[src/core/regfile_pkg.sv]
package regfile_pkg;

  // Address map of the register file.
  localparam logic [7:0] GP_LAST = 8'hDF;
  localparam logic [3:0] GROUP_D = 4'hD;
  localparam logic [3:0] GROUP_E = 4'hE;
  localparam logic [3:0] GROUP_F = 4'hF;
  localparam logic [7:0] PAGE_SELECT_ADDR = 8'hEA;
  localparam logic [7:0] PTR0_ADDR = 8'hE8;
  localparam logic [7:0] PTR1_ADDR = 8'hE9;
  localparam logic [7:0] RESET_BYTE = 8'h00;
  localparam int NUM_STORED = 240;
  localparam int NUM_PAGES = 64;
  localparam int PAGE_REGS = 16;
  // Pointer register layout: bits 7:3 hold an 8-register block base (bits 7:4 a 16-register base), bit 2 of ptr0 selects the scheme.
  localparam int PTR_SPLIT_BIT = 2;
  localparam logic [7:0] PAGE_NONE = 8'h00;

  typedef struct packed {
    logic rd;
    logic wr;
    logic indirect;
    logic [7:0] addr;
    logic [7:0] wdata;
  } reg_req_t;

endpackage

[src/core/paged_register_file.sv]
`timescale 1ns/1ns
// Behaviour
// RULE_01: 240 stored bytes in groups 0 to E.
// RULE_02: Groups 0 to D are general purpose.
// RULE_03: Group E reachable by every mode.
// RULE_04: Addresses F0 to FF window onto pages.
// RULE_05: Page register EA selects page, holds.
// RULE_06: Low address nibble indexes selected page.
// RULE_07: One 8-bit direct address per register.
// RULE_08: Group D only reachable by working mode.
// RULE_09: Working index 0-15 translated via pointers.
// RULE_10: One 16-block or two 8-blocks scheme.
// RULE_11: Pages exist only for present peripherals.
// RULE_12: Separate 8-bit address and data buses.
// RULE_13: Software sets page before paged access.
// RULE_14: Unimplemented page: writes ignored, reads zero.
module paged_register_file
  import regfile_pkg::*;
#(
  parameter logic [NUM_PAGES-1:0] PAGE_PRESENT = 64'h0000_0000_0000_0001
) (
  input wire logic clk,
  input wire logic rst_n,
  input wire reg_req_t req,
  output logic [7:0] rdata,
  output logic [7:0] page_select_reg,
  output logic [7:0] pg_addr,
  output logic [7:0] pg_wdata,
  output logic pg_wr,
  output logic pg_rd,
  output logic [5:0] pg_page,
  input wire logic [7:0] pg_rdata
);

  ////////////////////////////////////////////////////////////////////////
  logic [7:0] mem_q [NUM_STORED];
  logic [7:0] page_q;
  logic [7:0] eff_addr;
  logic [7:0] ptr0;
  logic [7:0] ptr1;
  logic blocked;
  logic paged;
  logic page_ok;

  assign ptr0 = mem_q[PTR0_ADDR];
  assign ptr1 = mem_q[PTR1_ADDR];

  // Working index: split scheme uses ptr0 for r0-r7 and ptr1 for r8-r15.
  always_comb begin
    eff_addr = req.addr; // [RULE_07]
    if (req.indirect) begin // [RULE_09]
      if (ptr0[PTR_SPLIT_BIT]) begin // [RULE_10]
        eff_addr = req.addr[3] ? {ptr1[7:3], req.addr[2:0]} : {ptr0[7:3], req.addr[2:0]};
      end else begin
        eff_addr = {ptr0[7:4], req.addr[3:0]}; // [RULE_10]
      end
    end
  end

  assign blocked = !req.indirect && (eff_addr[7:4] == GROUP_D); // [RULE_08]
  assign paged = (eff_addr[7:4] == GROUP_F); // [RULE_04]
  assign page_ok = (page_q < NUM_PAGES) && PAGE_PRESENT[page_q[5:0]]; // [RULE_11]

  ////////////////////////////////////////////////////////////////////////
  // Stored registers, groups 0 to E, including the page select register.
  always_ff @(posedge clk) begin
    if (!rst_n) begin
      for (int i = 0; i < NUM_STORED; i++) begin
        mem_q[i] <= RESET_BYTE;
      end
    end else if (req.wr && !blocked && !paged) begin // [RULE_01] [RULE_02] [RULE_03]
      mem_q[eff_addr] <= req.wdata;
    end
  end

  always_ff @(posedge clk) begin
    if (!rst_n) begin
      page_q <= PAGE_NONE;
    end else if (req.wr && eff_addr == PAGE_SELECT_ADDR) begin // [RULE_05]
      page_q <= req.wdata;
    end
  end

  ////////////////////////////////////////////////////////////////////////
  // Paged window strobes, registered; the peripheral answers on pg_rdata.
  always_ff @(posedge clk) begin
    if (!rst_n) begin
      pg_wr <= 1'b0;
      pg_rd <= 1'b0;
      pg_addr <= RESET_BYTE;
      pg_wdata <= RESET_BYTE;
      pg_page <= 6'h00;
    end else begin
      pg_wr <= req.wr && paged && page_ok; // [RULE_14]
      pg_rd <= req.rd && paged && page_ok;
      pg_addr <= {4'h0, eff_addr[3:0]}; // [RULE_06]
      pg_wdata <= req.wdata;
      pg_page <= page_q[5:0];
    end
  end

  always_ff @(posedge clk) begin
    if (!rst_n) begin
      page_select_reg <= PAGE_NONE;
    end else if (req.wr && eff_addr == PAGE_SELECT_ADDR) begin
      page_select_reg <= req.wdata;
    end
  end

  ////////////////////////////////////////////////////////////////////////
  // Read data one cycle after the request; paged reads come from the peripheral.
  always_ff @(posedge clk) begin
    if (!rst_n) begin
      rdata <= RESET_BYTE;
    end else if (req.rd) begin // [RULE_12]
      if (blocked || (paged && !page_ok)) begin
        rdata <= RESET_BYTE; // [RULE_14]
      end else if (paged) begin
        rdata <= pg_rdata; // [RULE_04]
      end else begin
        rdata <= mem_q[eff_addr];
      end
    end
  end

  ////////////////////////////////////////////////////////////////////////
  // Page select register.
  page_hold_a: assert property (@(posedge clk) disable iff (!rst_n) // [RULE_05]
    !(req.wr && eff_addr == PAGE_SELECT_ADDR) |=> page_select_reg == $past(page_select_reg))
    else $error("page select changed without a write");
  page_load_a: assert property (@(posedge clk) disable iff (!rst_n) // [RULE_05]
    req.wr && eff_addr == PAGE_SELECT_ADDR |=> page_select_reg == $past(req.wdata))
    else $error("page select not loaded");
  page_keep_a: assert property (@(posedge clk) disable iff (!rst_n) // [RULE_05]
    !(req.wr && eff_addr == PAGE_SELECT_ADDR) |=> $stable(page_q))
    else $error("selected page changed without a write");
  store_page_a: assert property (@(posedge clk) disable iff (!rst_n) // [RULE_05]
    req.wr && eff_addr == PAGE_SELECT_ADDR |=> mem_q[PAGE_SELECT_ADDR] == page_q)
    else $error("stored page select differs from selected page");
  reset_clear_a: assert property (@(posedge clk) // [RULE_05]
    !rst_n |=> page_select_reg == PAGE_NONE && !pg_wr && !pg_rd && rdata == RESET_BYTE)
    else $error("outputs not cleared by reset");

  // Direct addressing of the stored groups.
  group_d_block_a: assert property (@(posedge clk) disable iff (!rst_n) // [RULE_08]
    req.rd && !req.indirect && req.addr[7:4] == GROUP_D |=> rdata == RESET_BYTE)
    else $error("group D reached directly");
  blocked_write_a: assert property (@(posedge clk) disable iff (!rst_n) // [RULE_08]
    req.wr && !req.indirect && req.addr[7:4] == GROUP_D |=> mem_q[$past(req.addr)] == $past(mem_q[req.addr]))
    else $error("group D written directly");
  direct_store_a: assert property (@(posedge clk) disable iff (!rst_n) // [RULE_02]
    req.wr && !req.indirect && req.addr <= GP_LAST && req.addr[7:4] != GROUP_D
    |=> mem_q[$past(req.addr)] == $past(req.wdata))
    else $error("direct write not stored");
  gp_read_a: assert property (@(posedge clk) disable iff (!rst_n) // [RULE_02]
    req.rd && !req.indirect && req.addr <= GP_LAST && req.addr[7:4] != GROUP_D
    |=> rdata == $past(mem_q[req.addr]))
    else $error("general purpose read wrong");
  system_store_a: assert property (@(posedge clk) disable iff (!rst_n) // [RULE_03]
    req.wr && !req.indirect && req.addr[7:4] == GROUP_E |=> mem_q[$past(req.addr)] == $past(req.wdata))
    else $error("system register write not stored");
  system_read_a: assert property (@(posedge clk) disable iff (!rst_n) // [RULE_03]
    req.rd && eff_addr[7:4] == GROUP_E |=> rdata == $past(mem_q[eff_addr]))
    else $error("system register read wrong");

  // Working-register addressing through the pointers.
  work_map_a: assert property (@(posedge clk) disable iff (!rst_n) // [RULE_10]
    req.wr && req.indirect && !ptr0[PTR_SPLIT_BIT] && ptr0[7:4] != GROUP_F
    |=> mem_q[{$past(ptr0[7:4]), $past(req.addr[3:0])}] == $past(req.wdata))
    else $error("working register mapping wrong");
  split_low_a: assert property (@(posedge clk) disable iff (!rst_n) // [RULE_10]
    req.wr && req.indirect && ptr0[PTR_SPLIT_BIT] && !req.addr[3] && ptr0[7:4] != GROUP_F
    |=> mem_q[{$past(ptr0[7:3]), $past(req.addr[2:0])}] == $past(req.wdata))
    else $error("low working block write lost");
  split_high_a: assert property (@(posedge clk) disable iff (!rst_n) // [RULE_10]
    req.wr && req.indirect && ptr0[PTR_SPLIT_BIT] && req.addr[3] && ptr1[7:4] != GROUP_F
    |=> mem_q[{$past(ptr1[7:3]), $past(req.addr[2:0])}] == $past(req.wdata))
    else $error("high working block write lost");
  ptr_read_a: assert property (@(posedge clk) disable iff (!rst_n) // [RULE_09]
    req.rd && req.indirect && !ptr0[PTR_SPLIT_BIT] && ptr0[7:4] != GROUP_F
    |=> rdata == $past(mem_q[{ptr0[7:4], req.addr[3:0]}]))
    else $error("working register read wrong");
  indirect_d_a: assert property (@(posedge clk) disable iff (!rst_n) // [RULE_08]
    req.rd && req.indirect && eff_addr[7:4] == GROUP_D |=> rdata == $past(mem_q[eff_addr]))
    else $error("group D not reached by working register");

  // Paged window.
  bad_page_a: assert property (@(posedge clk) disable iff (!rst_n) // [RULE_14]
    req.wr && paged && !page_ok |=> !pg_wr)
    else $error("write to missing page passed");
  bad_page_rd_a: assert property (@(posedge clk) disable iff (!rst_n) // [RULE_14]
    req.rd && paged && !page_ok |=> rdata == RESET_BYTE)
    else $error("missing page read not zero");
  page_index_a: assert property (@(posedge clk) disable iff (!rst_n) // [RULE_06]
    req.wr && paged && page_ok |=> pg_wr && pg_addr[3:0] == $past(eff_addr[3:0]))
    else $error("page index wrong");
  page_read_a: assert property (@(posedge clk) disable iff (!rst_n) // [RULE_04]
    req.rd && paged && page_ok |=> pg_rd && pg_page == $past(page_q[5:0])
    && pg_addr == {4'h0, $past(eff_addr[3:0])} && rdata == $past(pg_rdata))
    else $error("paged read not passed to the window");
  page_write_a: assert property (@(posedge clk) disable iff (!rst_n) // [RULE_12]
    req.wr && paged && page_ok |=> pg_wdata == $past(req.wdata) && pg_page == $past(page_q[5:0]))
    else $error("paged write data wrong");
  direct_page_a: assert property (@(posedge clk) disable iff (!rst_n) // [RULE_08]
    req.wr && !req.indirect && req.addr[7:4] == GROUP_F && page_ok |=> pg_wr)
    else $error("paged group not reached directly");
  ind_page_a: assert property (@(posedge clk) disable iff (!rst_n) // [RULE_09]
    req.rd && req.indirect && paged && page_ok |=> pg_rd)
    else $error("paged group not reached by working register");
  wr_quiet_a: assert property (@(posedge clk) disable iff (!rst_n) // [RULE_14]
    !(req.wr && paged && page_ok) |=> !pg_wr)
    else $error("paged write strobe without a request");
  rd_quiet_a: assert property (@(posedge clk) disable iff (!rst_n) // [RULE_11]
    !(req.rd && paged && page_ok) |=> !pg_rd)
    else $error("paged read strobe without a request");
  page_range_a: assert property (@(posedge clk) disable iff (!rst_n) // [RULE_11]
    pg_wr || pg_rd |-> PAGE_PRESENT[pg_page])
    else $error("strobe toward a missing page");
  pg_upper_a: assert property (@(posedge clk) disable iff (!rst_n) // [RULE_06]
    pg_wr || pg_rd |-> pg_addr[7:4] == 4'h0)
    else $error("page index out of range");
  rdata_hold_a: assert property (@(posedge clk) disable iff (!rst_n) // [RULE_12]
    !req.rd |=> $stable(rdata))
    else $error("read data changed without a read");

endmodule // paged_register_file

[config.mk]
export PLATFORM = sky130hd
export DESIGN_NAME = paged_register_file
export DESIGN_NICKNAME = d
export VERILOG_FILES = /design/src/core/regfile_pkg.sv /design/src/core/paged_register_file.sv
export SDC_FILE = /design/constraint.sdc
export NUM_CORES = 2
export LEC_CHECK = 0
export BUFFER_PORTS_ARGS = -buffer_cell sky130_fd_sc_hd__buf_2
export CORE_ASPECT_RATIO = 1.4
export CORE_MARGIN = 2
export CORE_UTILIZATION = 25
export CTS_CLUSTER_SIZE = 14
export DETAILED_ROUTE_END_ITERATION = 12
export HOLD_SLACK_MARGIN = 0.03
export PLACE_DENSITY = 0.37
export SLEW_MARGIN = 5
export SYNTH_ARGS = -nofsm -noshare
export SYNTH_HDL_FRONTEND = slang
export SYNTH_SLANG_ARGS = --single-unit
[constraint.sdc]
create_clock -name clk -period 3.46 [get_ports clk]
set_clock_uncertainty 0.2 [all_clocks]
set_input_delay 0.173 -clock clk [delete_from_list [all_inputs] [get_ports clk]]
set_output_delay 0.173 -clock clk [all_outputs]
set_load 0.005 [all_outputs]
* Yosys cells after proc, flatten, opt, wreduce, memory -nomap -nowiden *
Memory sizes are Yosys's and may differ from the RTL's. A register that Yosys moved wholly into a read port is not among the register bits.
Cells that the tools add are included.

storage, ports and cells
  register bits = 40
  RAM bits = 1,920
  ROM bits = 64
  bits of input ports = 29
  word-level logic and storage cells = 46
  memories = 2

cells by class
  order comparisons = 2
  equal/unequal tests = 3
  multiplexer cells = 15
  reduce and logical (&&, ||, !) cells = 16

memory list
  name              depth  width  read ports  clocked after Yosys merged registers in  write ports  line                       text
  mem_q             240    8      3           0                                        240          paged_register_file.sv:36  logic [7:0] mem_q [NUM_STORED];
  (name not given)  64     1      1           1                                        0            paged_register_file.sv:62  assign page_ok = (page_q < NUM_PAGES) && PAGE_PRESENT[page_q[5:0]];

operators by type and width
  kind                                                 number
  two-way mux 8 bit                                    7
  two-way mux 6 bit                                    2
  logical AND 1 bit                                    10
  == test 4 bit (second input constant)                2
  == test 8 bit (second input constant)                1
  < comparator 8 x 7 -> 1 bit (second input constant)  1
  OR reduction 8 bit                                   1
  < comparator 6 x 7 -> 1 bit (second input constant)  1
  two-way mux 1 bit                                    6
  logical NOT 1 bit                                    4
  logical OR 1 bit                                     1

* Logic depth before layout (Yosys ltp) *
  depth after elaboration = 13
  mapped depth = 13
  gate-level depth less buffers = 7

* Least setup slack after synthesis *
Ideal clock, no wire load.

  path type = register -> register
  from = mem mem_q[232][2]
  to = mem mem_q[11][0], enable pin
  setup time = 0.384 ns
  arrival time = 2.832 ns
  data required time = 2.876 ns
  setup slack = 0.044 ns
  stages on the path, launching flop included = 12
  buffers on the path = 5
  clock period less this slack = 3.416 ns
  cells stage by stage = edfxtp_1 > buf_4 > nand4_1 > o221ai_2 > nand4_1 > buf_2 > o2111a_1 > buf_2 > buf_4 > nand3_1 > clkbuf_1 > o21ai_0

RTL lines
  item             line
  start, declared  paged_register_file.sv:36

==> metrics.md <==
| Metric | Value |
|---|---|
| Outcome | complete, but fails checks |
| Failing checks | negative setup slack |
| Number of distinct library cells after synthesis | 64 |
| Peak VDD IR | 0.3991 mV |
| H-tree depth | 4 |
| CTS buffer count | 216 |
| Starting Density | 0.2509 |
| Seq cells post-synth | 1,973 |
| Post-Layout Cell Count | 11,817 |
| Critical path class | reg2reg |
| M1 wire length | 137,800 um |
| # IOs | 69 |
| Vias in the first global route | 58,916 |
| Worst Tran Pin Value | 1.133 ns |
| Fill count | 36,128 |
| CTS max path bufs | 4 |
| Layout Cell Area excl Fill | 112,400 um^2 |
| Initial antenna violation count | 30 |
| Maximum Capacitance Violations | 0 |
| Post-DP HPWL | 240,700 um |
| Final TNS setup | -0.06706 ns |
| Period utilization | 1.010 |
| Pwr dens | 493.7 nW/um^2 |
| CP arrival | 4.06 ns |
| Hold Path End | pg_wr$_SDFF_PN0_ |
| Hold path cells | 6 |
| Total gr overflow | 0 |
| Reg2Reg Depth | 9 |
| Die area | 372,500 um^2 |
| Die W | 516.4 um |
| Number of synthesized flops with an enable pin | 1,936 |
| Worst Hold Class | in2reg |
| DR pass1 iterations | 7 |
| Required @ worst endpoint | 4.03 ns |
| Die Y | 721.3 um |
| Final Max Slew Viols | 0 |
| Tot GR Track Use | 0.1877 |
| Uppermost layer routed | met4 |
| Critical path launch point type | register |
| Largest net degree at the start of global routing | 139 |
| RSZ-0062 raised after global routing | yes |
| Synthesized area | 91,880 um^2 |
| Antenna Nets Post-Route | 0 |
| DRC viols | 0 |
| Root Driver | clkbuf_16 |
| Slew margin rel. | 0.2444 |
| Setup-failing EPs final | 2 |
| Via count | 56,001 |
| Register area share after synthesis | 0.6408 |
| Area Overhead vs Synth | 22.30% |
| WL met3 | 11,990 um |
| Layout cells sized above 1 | 0.2836 |
| Asr flop ratio synth | 0 |
| Worst Setup Slack, final | -0.03628 ns |
| PortBufs | 64 |
| Pleak | 42.98 nW |
| Placed insts | 11,369 |
| Final min period | 3.496 ns |
| Vias/cell | 4.739 |
| Core area | 366,300 um^2 |
| Cell Rows | 263 |
| Final nets | 6,764 |
| Final Hold Viols | 0 |
| Clock sinks | 1,973 |
| Wire length of the first global-routing pass | 492,900 um |
| Iter 0 DRT Violations | 4,902 |
| Fmax | 286.0 MHz |
| YS warnings | 0 |
| Syn_area_per_cell | 14.76 um^2 |
| Post-DR wirelength/cell | 29.91 um |
| Clk_lat worst skew | 0.90 ns |
| Dominant synthesized flop cell | edfxtp_1 |
| Crit-path max FO | 71 |
| R2r setup slk | -0.04 ns |
| FF-to-FF End | rdata[3]$_SDFFE_PN0P_ |
| Area after DPL | 104,300 um^2 |
| HP Start | req[14] |
| Met2 wire length | 190,500 um |
| Hold WS | 0.1281 ns |
| Total Wirelength | 353,400 um |
| Synth Instances | 6,223 |
| CTS tree | yes |
| Critical Path End Type | register |
| Gpl congestion | 0.8290 |
| R2R Path Start | mem_q[232][2]$_SDFFCE_PN0P_ |
| Clk slew on worst S/H paths | 0.06 ns |
[final cells by class]
type	instances	area (um^2)	area share
Sequential cell	1973	58880	0.5240
Multi-Input combinational cell	3570	31100	0.2768
Timing Repair Buffer	970	9510	0.08464
Tap cell	4902	6133	0.05458
Clock buffer	257	5629	0.05010
Clock inverter	131	1076	0.009576
Antenna cell	10	25.02	0.0002227
Inverter	4	15.01	0.0001336
[metal layers]
layer  vias to the layer above  track usage
met3                       428      0.01726
met2                      1238       0.3484
met4                         0      0.06488
li1                      24712            -
met5                         -            0
met1                     29623       0.2241
[where the power goes]
group	internal (mW)	total, mW	switching (mW)
combinational	2.04	5.45	3.41
sequential	27.0	27.2	0.246
clock	12.6	22.8	10.2
total	41.6	55.5	13.9
[worst max path at each step]
| stage | from | to | cells after the start |
|---|---|---|---|
| 6_report | mem_q[232][2]$_SDFFCE_PN0P_ | rdata[3]$_SDFFE_PN0P_ | 9 |
| 5_1_grt | mem_q[232][2]$_SDFFCE_PN0P_ | rdata[7]$_SDFFE_PN0P_ | 10 |
| 4_1_cts | mem_q[232][2]$_SDFFCE_PN0P_ | rdata[4]$_SDFFE_PN0P_ | 11 |
| 3_5_place_dp | req[16] | rdata[4]$_SDFFE_PN0P_ | 11 |
| 3_3_place_gp | req[16] | rdata[4]$_SDFFE_PN0P_ | 11 |
| 2_1_floorplan | mem_q[232][2]$_SDFFCE_PN0P_ | mem_q[11][0]$_SDFFCE_PN0P_ | 11 |
[metrics by stage]
stage	setup slack [ns]	utilization	total power [mW]
2_1_floorplan	0.04388	-	30.00
3_3_place_gp	-1.439	0.2848	33.07
3_5_place_dp	-1.243	0.2849	33.09
4_1_cts	-0.08297	0.3054	56.18
5_1_grt	-0.06166	0.3067	57.14
6_report	-0.03628	0.3068	55.48
[Yosys cell counts (9+ instances only)]
master	instances	area share
mux4_2	511	0.13
and3_1	906	0.062
buf_1	26	0.0011
o22a_1	11	0.0010
nor4_1	18	0.0012
and2_1	1043	0.071
nor3_1	10	0.00054
a211oi_1	66	0.0054
buf_6	13	0.0016
nand3_1	103	0.0056
buf_2	85	0.0046
buf_4	34	0.0028
o22ai_1	25	0.0017
a2111oi_0	17	0.0016
nor2_1	142	0.0058
nand2_1	188	0.0077
mux2i_1	90	0.0098
edfxtp_1	1936	0.63
mux2_2	20	0.0025
dfxtp_1	37	0.0081
o32ai_1	9	0.00086
a31oi_1	9	0.00061
o21ai_0	272	0.015
clkbuf_1	537	0.022
[critical path, stage by stage, from the launching register on]
cell       delay, ns
edfxtp_1        0.44
buf_12          0.17
a31o_4          0.26
buf_12          0.18
nand3_1         0.41
a211oi_1        0.18
a2111oi_4       0.51
a31oi_1         0.27
a2111oi_2       0.38
o21ai_1         0.11
[state kept, by name (all words and copies together) (netlist names), named ones only]
register,cells
mem_q,1936
page_q,8
pg_wdata,8
rdata,8
pg_page,6
pg_addr,4
pg_rd,1
pg_wr,1
[timing repair]
action | 4_1_cts | 5_1_grt
pin swaps | 9 | 12
gates resized for setup | 86 | 87
endpoints found under the setup margin | 175 | 331
hold endpoints to repair | 2108 | 0
hold buffers | 29 | 0
buffers inserted | 10 | 12
gates cloned | 0 | 1
[cell usage in the layout (no fill, tap or decap), types with 51 or more instances in the layout]
cell type / n
edfxtp_1: 1936
mux4_2: 511
buf_4: 695
clkinv_1: 51
mux2i_1: 67
nand2_1: 188
clkbuf_16: 217
nor2_1: 104
buf_2: 52
o21ai_0: 266
and3_1: 900
buf_12: 169
and2_1: 1041
nand3_1: 96
[cells by family (layout without fill, tap and decap cells)]
kind of cell           count (synthesis)  in the layout  share of synthesized area
flip-flops                          1973           1973                     0.6408
other                                  1             30                 0.00004081
AND/OR/NAND/NOR                     2453           2453                     0.1573
AO/OA/AOI/OAI                        476            476                    0.03222
buffers and inverters                699           1362                    0.03216
multiplexers                         621            621                     0.1375
(Power assumes the default switching activity.)
